<file path="config.mk">
export PLATFORM = sky130hd
export DESIGN_NAME = mo_ctrl
export DESIGN_NICKNAME = d
export VERILOG_FILES = /design/src/verilog/mo_ctrl_pkg.sv /design/src/verilog/mo_ctrl.sv
export SDC_FILE = /design/constraint.sdc
export NUM_CORES = 2
export LEC_CHECK = 0
export BUFFER_PORTS_ARGS = -buffer_cell sky130_fd_sc_hd__buf_2
export CORE_ASPECT_RATIO = 1.25
export CORE_MARGIN = 5
export CORE_UTILIZATION = 55
export DETAILED_ROUTE_END_ITERATION = 6
export GPL_ROUTABILITY_DRIVEN = 0
export GPL_TIMING_DRIVEN = 0
export PLACE_DENSITY = 0.74
export SYNTH_ARGS = -nofsm -noshare
export SYNTH_HDL_FRONTEND = slang
export SYNTH_SLANG_ARGS = --single-unit
</file>
<file path="constraint.sdc">
create_clock -name clk_sys_in -period 3.65 [get_ports clk_sys_in]
set_input_delay 0.1825 -clock clk_sys_in [delete_from_list [all_inputs] [get_ports clk_sys_in]]
set_output_delay 0.1825 -clock clk_sys_in [all_outputs]
set_load 0.01 [all_outputs]
</file>
<file path="src/verilog/mo_ctrl_pkg.sv">
// constants, types and field layout of the message object control block
// Operation
// - pairs: write 01 clears, 10 sets, 11 keeps; read 01 cleared, 10 set
// - written type, node, direction take effect only when valid is written 10
// - transmit object: new data cleared when its frame transmission starts
// - receive object: matching data frame stored sets new data; software clears
// - bytes beyond received length may hold unspecified values
// - valid object, matching remote frame sets transmit request and remote pending
// - no frame sent unless cpu update element is cleared
// - request on receive object sends remote frame, on transmit object data frame
// - remote sent clears both; data sent clears both unless new data set again
// - remote monitoring on transmit object copies remote identifier and length
// - node select bit 1: 0 node a, 1 node b
// - identifier type bit: 0 standard 11-bit, 1 extended 29-bit
// - receive object stores payload of matching data frame in data registers
// - length field bits 7:4; values above 8 used as 8, field keeps value
// - received length above 8 stores 8 bytes, field keeps original code
// - hardware may overwrite length field in remote monitoring mode
// - receive pointer high bits 2:0 picks interrupt node when receive irq enabled
// - transmit pointer high bits 6:4 picks interrupt node when transmit irq enabled
// - unused configuration bits read zero; software writes zero
// - only objects marked valid are processed
// - lowest numbered pending object is transmitted first
package mo_ctrl_pkg;
    localparam int NUM_OBJ = 4;
    localparam int OBJ_W = 2;
    localparam int OBJ_LSB = 5;
    localparam int REG_LSB = 2;
    localparam logic [2:0] REG_CTRL = 3'h0;
    localparam logic [2:0] REG_CFG = 3'h1;
    localparam logic [2:0] REG_ARB = 3'h2;
    localparam logic [2:0] REG_DLO = 3'h3;
    localparam logic [2:0] REG_DHI = 3'h4;
    localparam logic [1:0] EL_CLR = 2'h1;
    localparam logic [1:0] EL_SET = 2'h2;
    // control pair positions, low half
    localparam int P_INTPND = 0;
    localparam int P_RECEIVE_IRQ_ENABLE = 2;
    localparam int P_TRANSMIT_IRQ_ENABLE = 4;
    localparam int P_VALID = 6;
    localparam int P_NEW_DATA_FLAG = 8;
    localparam int P_LOST = 10;
    localparam int P_TRANSMIT_REQUEST = 12;
    localparam int P_REMOTE_PENDING = 14;
    // configuration positions
    localparam int C_RMM = 0;
    localparam int C_NODE = 1;
    localparam int C_XTD = 2;
    localparam int C_DIR = 3;
    localparam int C_DLC = 4;
    localparam int C_RXP = 16;
    localparam int C_TXP = 20;
    localparam logic [3:0] DLC_MAX = 4'h8;
    localparam logic [7:0] IRQ_ONE = 8'h01;

    typedef struct packed {
        logic [OBJ_W-1:0] obj;
        logic node;
        logic remote;
        logic identifier_type;
        logic [28:0] id;
        logic [3:0] dlc;
        logic [63:0] data;
    } frame_t;

    typedef struct packed {
        logic valid;
        logic new_data;
        logic lost_upd;
        logic transmit_request;
        logic remote_pending;
        logic receive_irq_enable;
        logic transmit_irq_enable;
        logic intpnd;
        logic remote_monitoring;
        logic node_w;
        logic xtd_w;
        logic dir_w;
        logic node;
        logic identifier_type;
        logic dir;
        logic [3:0] dlc;
        logic [2:0] rxptr;
        logic [2:0] txptr;
        logic [28:0] id;
        logic [63:0] data;
    } obj_t;

    localparam obj_t OBJ_RST = '0;
endpackage

</file>
<file path="src/verilog/mo_ctrl.sv">
// message object control, configuration and transmit selection
//
// Implementation choices: the address map and the plain strobed port.
`timescale 1ns/1ps
`default_nettype none
module mo_ctrl
    import mo_ctrl_pkg::*;
(
    input wire logic clk_sys_in,
    input wire logic rstn_in,
    input wire logic [7:0] addr_in,
    input wire logic [31:0] wdata_in,
    input wire logic wr_in,
    input wire logic rd_in,
    output logic [31:0] rdata_out,
    input wire logic rx_valid_in,
    input wire frame_t rx_frame_in,
    input wire logic tx_start_in,
    input wire logic tx_done_in,
    input wire logic tx_fail_in,
    output logic tx_valid_out,
    output frame_t tx_frame_out,
    output logic [7:0] irq_node_out
);

    // --------------------------------------------------------------
    // element pair handling
    // --------------------------------------------------------------
    function automatic logic pair_upd(input logic old, input logic [1:0] p);
        logic r;
        r = old;
        if (p == EL_CLR) begin
            r = 1'b0;
        end else if (p == EL_SET) begin
            r = 1'b1;
        end
        return r;
    endfunction

    function automatic logic [1:0] pair_rd(input logic v);
        return v ? EL_SET : EL_CLR;
    endfunction

    // --------------------------------------------------------------
    // shared decode
    // --------------------------------------------------------------
    wire [OBJ_W-1:0] a_obj = addr_in[OBJ_LSB +: OBJ_W];
    wire [2:0] a_reg = addr_in[REG_LSB +: 3];
    wire a_hi_zero = (addr_in[7] == 1'b0) && (addr_in[1:0] == 2'h0);

    logic busy_q;
    logic [OBJ_W-1:0] tx_sel_q;
    logic tx_valid_q;
    frame_t tx_frame_q;
    logic [31:0] rdata_q;
    logic [7:0] irq_q;

    obj_t objv [NUM_OBJ];
    logic [31:0] rd_word [NUM_OBJ];
    logic [7:0] irq_vec [NUM_OBJ];
    logic [NUM_OBJ-1:0] cand;

    // --------------------------------------------------------------
    // per object state
    // --------------------------------------------------------------
    genvar gi;
    generate
        for (gi = 0; gi < NUM_OBJ; gi++) begin : g_obj
            obj_t o_q;
            obj_t o_d;
            wire sel = a_hi_zero && (a_obj == OBJ_W'(gi));
            wire wr_ctrl = wr_in && sel && (a_reg == REG_CTRL);
            wire wr_cfg = wr_in && sel && (a_reg == REG_CFG);
            wire wr_arb = wr_in && sel && (a_reg == REG_ARB);
            wire wr_dlo = wr_in && sel && (a_reg == REG_DLO);
            wire wr_dhi = wr_in && sel && (a_reg == REG_DHI);
            // invalid objects take no part in frame traffic
            wire hit_rx = rx_valid_in && (rx_frame_in.obj == OBJ_W'(gi)) && o_q.valid
                && (o_q.node == rx_frame_in.node) && (o_q.identifier_type == rx_frame_in.identifier_type);
            wire rx_data = hit_rx && !rx_frame_in.remote && !o_q.dir;
            wire rx_rmt = hit_rx && rx_frame_in.remote;
            wire is_sel = busy_q && (tx_sel_q == OBJ_W'(gi));
            wire st_clr = tx_start_in && is_sel && o_q.dir;
            wire dn = tx_done_in && is_sel;
            wire dn_clr = dn && (tx_frame_q.remote || !o_q.new_data);
            wire rx_irq = rx_data && o_q.receive_irq_enable;
            wire tx_irq = dn && o_q.transmit_irq_enable;

            always_comb begin
                o_d = o_q;
                // hardware clears first so that a software set in the same cycle wins
                if (st_clr) begin
                    o_d.new_data = 1'b0;
                end
                if (dn_clr) begin
                    o_d.transmit_request = 1'b0;
                    o_d.remote_pending = 1'b0;
                end
                if (wr_ctrl) begin
                    o_d.intpnd = pair_upd(o_d.intpnd, wdata_in[P_INTPND +: 2]);
                    o_d.receive_irq_enable = pair_upd(o_d.receive_irq_enable, wdata_in[P_RECEIVE_IRQ_ENABLE +: 2]);
                    o_d.transmit_irq_enable = pair_upd(o_d.transmit_irq_enable, wdata_in[P_TRANSMIT_IRQ_ENABLE +: 2]);
                    o_d.valid = pair_upd(o_d.valid, wdata_in[P_VALID +: 2]);
                    o_d.new_data = pair_upd(o_d.new_data, wdata_in[P_NEW_DATA_FLAG +: 2]);
                    o_d.lost_upd = pair_upd(o_d.lost_upd, wdata_in[P_LOST +: 2]);
                    o_d.transmit_request = pair_upd(o_d.transmit_request, wdata_in[P_TRANSMIT_REQUEST +: 2]);
                    o_d.remote_pending = pair_upd(o_d.remote_pending, wdata_in[P_REMOTE_PENDING +: 2]);
                    if (wdata_in[P_VALID +: 2] == EL_SET) begin
                        o_d.node = o_q.node_w;
                        o_d.identifier_type = o_q.xtd_w;
                        o_d.dir = o_q.dir_w;
                    end
                end
                if (wr_cfg) begin
                    o_d.remote_monitoring = wdata_in[C_RMM];
                    o_d.node_w = wdata_in[C_NODE];
                    o_d.xtd_w = wdata_in[C_XTD];
                    o_d.dir_w = wdata_in[C_DIR];
                    o_d.dlc = wdata_in[C_DLC +: 4];
                    o_d.rxptr = wdata_in[C_RXP +: 3];
                    o_d.txptr = wdata_in[C_TXP +: 3];
                end
                if (wr_arb) begin
                    o_d.id = wdata_in[28:0];
                end
                if (wr_dlo) begin
                    o_d.data[31:0] = wdata_in;
                end
                if (wr_dhi) begin
                    o_d.data[63:32] = wdata_in;
                end
                // hardware sets last: they win over a software clear
                if (rx_data) begin
                    // all eight bytes are taken; those past the length are don't-care
                    o_d.data = rx_frame_in.data;
                    o_d.dlc = rx_frame_in.dlc;
                    o_d.lost_upd = o_d.lost_upd | o_q.new_data;
                    o_d.new_data = 1'b1;
                end
                if (rx_rmt) begin
                    o_d.transmit_request = 1'b1;
                    o_d.remote_pending = 1'b1;
                    if (o_q.remote_monitoring && o_q.dir) begin
                        o_d.id = rx_frame_in.id;
                        o_d.dlc = rx_frame_in.dlc;
                    end
                end
                if (rx_irq || tx_irq) begin
                    o_d.intpnd = 1'b1;
                end
            end

            always_ff @(posedge clk_sys_in or negedge rstn_in) begin
                if (!rstn_in) begin
                    o_q <= OBJ_RST;
                end else begin
                    o_q <= o_d;
                end
            end

            assign objv[gi] = o_q;
            assign cand[gi] = o_q.valid && o_q.transmit_request && !o_q.lost_upd;
            assign irq_vec[gi] = (rx_irq ? (IRQ_ONE << o_q.rxptr) : 8'h00)
                | (tx_irq ? (IRQ_ONE << o_q.txptr) : 8'h00);

            // read words; unused configuration bits are zero
            wire [31:0] w_ctrl = {16'h0000, pair_rd(o_q.remote_pending), pair_rd(o_q.transmit_request),
                pair_rd(o_q.lost_upd), pair_rd(o_q.new_data), pair_rd(o_q.valid),
                pair_rd(o_q.transmit_irq_enable), pair_rd(o_q.receive_irq_enable), pair_rd(o_q.intpnd)};
            wire [31:0] w_cfg = {9'h000, o_q.txptr, 1'b0, o_q.rxptr, 8'h00, o_q.dlc,
                o_q.dir_w, o_q.xtd_w, o_q.node_w, o_q.remote_monitoring};
            assign rd_word[gi] = (a_reg == REG_CTRL) ? w_ctrl :
                (a_reg == REG_CFG) ? w_cfg :
                (a_reg == REG_ARB) ? {3'h0, o_q.id} :
                (a_reg == REG_DLO) ? o_q.data[31:0] :
                (a_reg == REG_DHI) ? o_q.data[63:32] : 32'h0000_0000;
        end
    endgenerate

    // --------------------------------------------------------------
    // transmit selection
    // --------------------------------------------------------------
    logic pick_valid;
    logic [OBJ_W-1:0] pick_idx;
    always_comb begin
        pick_valid = 1'b0;
        pick_idx = '0;
        // scan downward so the lowest number is taken last
        for (int k = NUM_OBJ - 1; k >= 0; k--) begin
            if (cand[k]) begin
                pick_valid = 1'b1;
                pick_idx = OBJ_W'(k);
            end
        end
    end

    wire obj_t pick = objv[pick_idx];
    wire [3:0] pick_dlc = (pick.dlc > DLC_MAX) ? DLC_MAX : pick.dlc;
    frame_t tx_next;
    always_comb begin
        tx_next.obj = pick_idx;
        tx_next.node = pick.node;
        tx_next.remote = !pick.dir;
        tx_next.identifier_type = pick.identifier_type;
        tx_next.id = pick.id;
        tx_next.dlc = pick_dlc;
        tx_next.data = pick.data;
    end

    wire tx_end = busy_q && (tx_done_in || tx_fail_in);
    wire tx_take = !busy_q && pick_valid;

    always_ff @(posedge clk_sys_in or negedge rstn_in) begin
        if (!rstn_in) begin
            busy_q <= 1'b0;
            tx_sel_q <= '0;
            tx_valid_q <= 1'b0;
            tx_frame_q <= '0;
        end else if (tx_take) begin
            busy_q <= 1'b1;
            tx_sel_q <= pick_idx;
            tx_valid_q <= 1'b1;
            tx_frame_q <= tx_next;
        end else if (tx_end) begin
            busy_q <= 1'b0;
            tx_valid_q <= 1'b0;
        end
    end

    // --------------------------------------------------------------
    // interrupt node triggers and register read
    // --------------------------------------------------------------
    logic [7:0] irq_d;
    always_comb begin
        irq_d = 8'h00;
        for (int k = 0; k < NUM_OBJ; k++) begin
            irq_d = irq_d | irq_vec[k];
        end
    end

    wire [31:0] rdata_d = (rd_in && a_hi_zero) ? rd_word[a_obj] : 32'h0000_0000;

    always_ff @(posedge clk_sys_in or negedge rstn_in) begin
        if (!rstn_in) begin
            rdata_q <= 32'h0000_0000;
            irq_q <= 8'h00;
        end else begin
            rdata_q <= rdata_d;
            irq_q <= irq_d;
        end
    end

    assign rdata_out = rdata_q;
    assign tx_valid_out = tx_valid_q;
    assign tx_frame_out = tx_frame_q;
    assign irq_node_out = irq_q;

endmodule // mo_ctrl
`default_nettype wire

</file>
; ---- After elaboration in Yosys (flattened, before gate mapping)
; Cells that the tools add are included.
[word_totals]
reg_bits = 615
input_bits = 150
output_inout_bits = 143
elab_cells = 507
[op_classes]
order_cmp = 3
eq_ne = 37
shift = 8
n_mux = 182
n_bitwise = 14
n_reduce_logical = 169
[op_table]
columns = operator, count
row1 = 32-bit 2-to-1 mux, 31
row2 = 29-bit 2-to-1 mux, 12
row3 = 64-bit 2-to-1 mux, 4
row4 = 118-bit binary-select mux with 2-bit select, 1
row5 = 106-bit 2-to-1 mux, 2
row6 = 1-bit logical AND, 100
row7 = 2-bit 2-to-1 mux, 48
row8 = 32-bit binary-select mux with 2-bit select, 1
row9 = 8-bit 2-to-1 mux, 8
row10 = 1-bit by 3-bit << shifter with 8-bit output (first input constant), 8
row11 = 8-bit bitwise OR, 7
row12 = 1-bit 2-to-1 mux, 54
row13 = 4-bit 2-to-1 mux, 13
row14 = 10-bit 2-to-1 mux, 4
row15 = 2-bit AND reduction, 20
row16 = 2-bit nonzero test, 16
row17 = 2-bit equality test (second input constant), 14
row18 = 7-bit 2-to-1 mux, 4
row19 = 2-bit by 1-bit equality test with 1-bit output (second input constant), 11
row20 = 1-bit zero test, 15
row21 = 3-bit nonzero test, 4
row22 = 1-bit logical OR, 9
row23 = 1-bit equality test, 8
row24 = 2-bit zero test, 4
row25 = 9 further kinds, 15

; ---- Longest topological paths before layout
[logic_depth]
depth_word = 13
ltp_mapped = 9
mapped_depth_nobuf = 6

; ---- Worst setup path after synthesis
; OpenSTA, ideal clock, no wires.
[synth_path]
path_kind = register to register
start = reg g_obj[2].o_q[115] in the netlist's numbering
end = reg tx_frame_q (netlist bit tx_frame_out[51])
setup_ns = 0.142
t_arrival_ns = 1.782
t_required_ns = 3.508
slack_ns = 1.725
stages_incl_launch_ff = 8
n_path_buf = 2
synth_period_minus_slack_ns = 1.925
cell_sequence = dfrtp_1 -> and3b_1 -> and4bb_2 -> o21ai_1 -> buf_2 -> buf_4 -> mux2i_1 -> o221ai_1
[synth_between]
elab_chain_len = 9
elab_cells_between_ends = 13
classes_between = 9 x mux / 1 x bitwise / 3 x reduce/logical
[synth_rtl]
columns = element, line_no
row1 = "start, declared", mo_ctrl.sv:69  ; obj_t o_q;
row2 = "start signal, assigned", mo_ctrl.sv:155  ; o_q <= OBJ_RST;
row3 = "start signal, assigned", mo_ctrl.sv:157  ; o_q <= o_d;
row4 = 1-bit zero test (*), mo_ctrl.sv:162  ; assign cand[gi] = o_q.valid && o_q.transmit_request && !o_q.lost_upd;
row5 = 1-bit logical AND (*), mo_ctrl.sv:162
row6 = 2-bit 2-to-1 mux (3 in a row), mo_ctrl.sv:190  ; if (cand[k]) begin
row7 = 2-bit inverter with 3-bit output (implied by the code), mo_ctrl.sv:197  ; wire obj_t pick = objv[pick_idx];
row8 = 118-bit binary-select mux with 2-bit select, mo_ctrl.sv:197
row9 = 106-bit 2-to-1 mux (implied by the code) (2 in a row), mo_ctrl.sv:197
row10 = "end signal, assigned", mo_ctrl.sv:223  ; tx_frame_q <= tx_next;
row11 = "end, declared", mo_ctrl.sv:54  ; frame_t tx_frame_q;
; Mark *: on every way between the ends. The rest lies on a longest branch, timed or not. The select of a mux whose other input is x is not followed.
; A chain may end at the register's enable or synchronous reset.

; ---- Final worst setup path
[layout_path]
start = reg g_obj[1].o_q[117] in the netlist's numbering
end = reg tx_frame_q (netlist bit tx_frame_out[60])
[layout_between]
elab_chain_len = 8
elab_cells_between_ends = 11
classes_between = 7 x mux / 1 x bitwise / 3 x reduce/logical
[layout_rtl]
columns = element, line_no
row1 = "start, declared", mo_ctrl.sv:69
row2 = "start signal, assigned", mo_ctrl.sv:155
row3 = "start signal, assigned", mo_ctrl.sv:157
row4 = 1-bit logical AND (*) (2 in a row), mo_ctrl.sv:162
row5 = 2-bit 2-to-1 mux (2 in a row), mo_ctrl.sv:190
row6 = 2-bit inverter with 3-bit output (implied by the code), mo_ctrl.sv:197
row7 = 118-bit binary-select mux with 2-bit select, mo_ctrl.sv:197
row8 = 106-bit 2-to-1 mux (implied by the code) (2 in a row), mo_ctrl.sv:197
; Marks and branches as above.

==> results.yml <==
run_status:
  outcome: "finished with violations"
  violations: "design-rule violations, max-capacitance violations, max-slew violations, negative setup slack"
synthesis:
  syn_area_per_cell_um2: 9.414
  synth_top_family_by_area: "compound AO/OA/AOI/OAI gates"
  synth_area_leaders: "dfrtp_1 46%, mux2i_1 13%, nand2_1 5.4%"
  syn_area_mm2: 0.03350
  syn_inst: 3558
  synth_seq_cells: 615
  synth_compound_area_share_pct: 21.36
  synth_xor_area_share_pct: 0.2615
  synth-simple-area-share_pct: 11.63
  ys.flop_type: "dfrtp_1"
  synthDistinctLibCells: 76
  synth_top_area_share_pct: 45.95
  yosys_warnings: 0
  synthAdderAreaFrac_pct: 0.2241
  synth_mux_area_share_pct: 16.17
  synth_fp_nets: 3714
  synth_edf_count: 0
  synth_seq_area_share_pct: 45.95
  async_flop_share_pct: 100.0
  synth_top_area_cell: "dfrtp_1"
clock_tree:
  clk_path_buf_depth: 3
  root_buffer: "clkbuf_16"
  clock_latency_ns: 0.66
  numCtsBuffers: 66
  numClockSinks: 615
  cts_setup_buffers: 0
  cts_tree: "yes"
  clk_pin_slew_ns: 0.07
  ctsHtreeMaxLevel: 3
worst_hold_path:
  holdCritStartpoint: "wdata_in[30]"
  worst_hold_path_type: "in2reg"
global_routing:
  overflow: 0
  grt_antenna_before_repair: 13
  gr-usage-all-layers_pct: 47.90
  grt_start_max_net_pins: 120
  grt_pass1_wl_um: 231100
  grt_pass1_vias: 34650
power:
  power_leakage_nw: 20.38
  combPwrFrac_pct: 9.7
  power.switching_mw: 4.497
  p_seq_share_pct: 44.9
  ir_drop_mv: 0.4612
  clkPwrFrac_pct: 45.4
  swShare_pct: 27.02
  p_int_mw: 12.14
  power_density_mw_per_mm2: 418.3
cells_and_area:
  area_delta_synth_final_pct: 18.78
  drive_gt1_share_pct: 14.32
  final_cell_mix: "615 x dfrtp_1, 479 x nand2_1, 449 x mux2i_1"
  layout_commonest_cell: "dfrtp_1"
  post-route-util_pct: 65.73
  finalNetCount: 4205
  fillCellCount: 4904
  seqCellArea_mm2: 0.01539
  multi_input_area_mm2: 0.01663
  stdcell_area_mm2: 0.03979
route:
  num_vias: 35480
  avgRoutedWirePerCell_um: 33.48
  ant_nets: 0
  drc_errors: 70
  drtPass1Iterations: 7
  wl_um: 163300
  vias_per_cell: 7.272
  drtIter0Drc: 6695
die:
  die_h_um: 285.9
  ios: 293
  rows: 101
  dieArea_mm2: 0.06597
  fp.dieW_um: 230.7
  start_util_pct: 55.34
  core_area_mm2: 0.06053
placement:
  post-dp-hpwl_um: 118100
  dpl_cell_area_mm2: 0.03607
  io_buffers: 286
timing:
  drv_slew: 23
  whs_ns: 0.007475
  worst_slack_ns: -0.1035
  worst_pin_slew_ns: 1.532
  max_freq_ghz: 0.2664
  setup_viol: 15
  finalCritPeriodShare_pct: 102.8
  slew-limit-headroom_pct: -2.118
  finClkSkew_ns: 0.03957
  min_period_ns: 3.754
  hold_viol: 0
  rsz0062_at_grt: "false"
run:
  maxCapViolations: 2
critical_path:
  crit_buf_inv: 3
  cp_data_required_time_ns: 4.20
  arrival_ns: 4.31
  path_class: "reg2reg"
  crit_fanout: 10
  start_kind: "flip-flop"
  endpoint_kind: "flip-flop"
  cp_common_cell: "clkbuf_1"
  r2r-start: "g_obj[1].o_q[117]"
  path_delay_family: "buffers and inverters"
  crit_chain: "and3b_1, clkbuf_1, nor2_1, a21o_1, clkdlybuf4s15_1, clkbuf_1, nand2_1, o221ai_1"
  slowest_stage: "clkdlybuf4s15_1"
  startpoint: "g_obj[1].o_q[117]"
  max_stage_delay_ns: 0.97
==> cells by family (layout without fill, tap and decap cells) <==
family,after synthesis,count (layout)
xor gates and xnor gates,10,10
and+or+nand+nor,912,912
buffers and inverters,349,891
DFF,615,615
adders and majority gates,6,6
other,0,7
AOI/OAI and AO/OA,1151,1151
muxes,515,515
==> cells in the mapped netlist (15+ instances only) <==
| cell type | number |
|---|---|
| a21boi_0 | 16 |
| buf_1 | 25 |
| a22oi_1 | 155 |
| nand3_1 | 26 |
| clkbuf_1 | 200 |
| a31oi_1 | 18 |
| dfrtp_1 | 615 |
| a221oi_1 | 43 |
| a21oi_1 | 318 |
| nor2_1 | 278 |
| mux2i_1 | 449 |
| mux2_2 | 46 |
| o31ai_1 | 27 |
| o221ai_1 | 99 |
| o22ai_1 | 25 |
| inv_1 | 31 |
| o21ai_0 | 346 |
| nor3_1 | 19 |
| mux4_2 | 16 |
| nand2b_1 | 16 |
| nand2_1 | 479 |
| o211ai_1 | 16 |
| buf_2 | 78 |
| a22o_1 | 15 |
==> layout make-up <==
class	count	share of cell area, %
clock buffer	94	5.035
timing repair buffer	423	7.334
clock inverter	25	0.9497
buffer	318	3.431
sequential	615	38.68
tap	772	2.428
inverter	31	0.2925
multi-input combinational	2594	41.81
antenna	7	0.04403
==> state kept, by name, summed over array words and instances, names as in the netlist <==
signal        cells
g_obj.o_q       472
irq_node_out      8
rdata_out        32
tx_frame_out    102
tx_valid_out      1
==> power groups by stage <==
stage,clock network [mW],registers (mW),logic (mW)
2_1_floorplan,0,7.40,0.718
3_3_place_gp,0,7.54,1.34
4_1_cts,7.44,7.42,1.51
5_1_grt,7.72,7.46,1.70
3_5_place_dp,0,7.55,1.39
6_report,7.56,7.47,1.62
==> metrics by stage <==
stage          power (mW)  TNS [ns]  std cells  setup slack (ns)
2_1_floorplan       8.115         0       3558             1.725
3_3_place_gp        8.883  -6505.68       4616            -10.64
3_5_place_dp        8.937         0       4622            0.2155
4_1_cts             16.37         0       4872            0.1891
5_1_grt             16.88         0       4874           0.02203
6_report            16.64   -0.8221       4879           -0.1035
==> worst min-delay path: cells and delay by family <==
kind,cells,cell delay (ns)
muxes,1,0.16
AOI/OAI and AO/OA,1,0.08
buffers and inverters,1,0.18
==> path summary, 6_finish.rpt <==
kind                       cells after the start  slack (ns)               end
max in group asynchronous                      4        2.21  g_obj[1].o_q[19]
max reg2reg                                    8       -0.10  tx_frame_out[60]
max                                            8       -0.10  tx_frame_out[60]
min reg2reg                                    2        0.49  tx_frame_out[70]
min in group asynchronous                      2        0.06  g_obj[1].o_q[99]
min                                            3       0.007  g_obj[1].o_q[30]
==> per-layer routing <==
layer | routed length [µm] | GRT usage, %
met4 | 18680 | 41.19
met2 | 66430 | 67.71
met5 | 73 | 1.116
met1 | 50790 | 54.69
met3 | 27380 | 21.80
==> what timing repair did <==
item / in CTS / in global routing
hold buffers: 131 / 0
gates resized for setup: 0 / 3
hold endpoints to repair: 720 / 0
endpoints found under the setup margin: 0 / 38
Note: power is estimated with default switching activity, not from simulation.
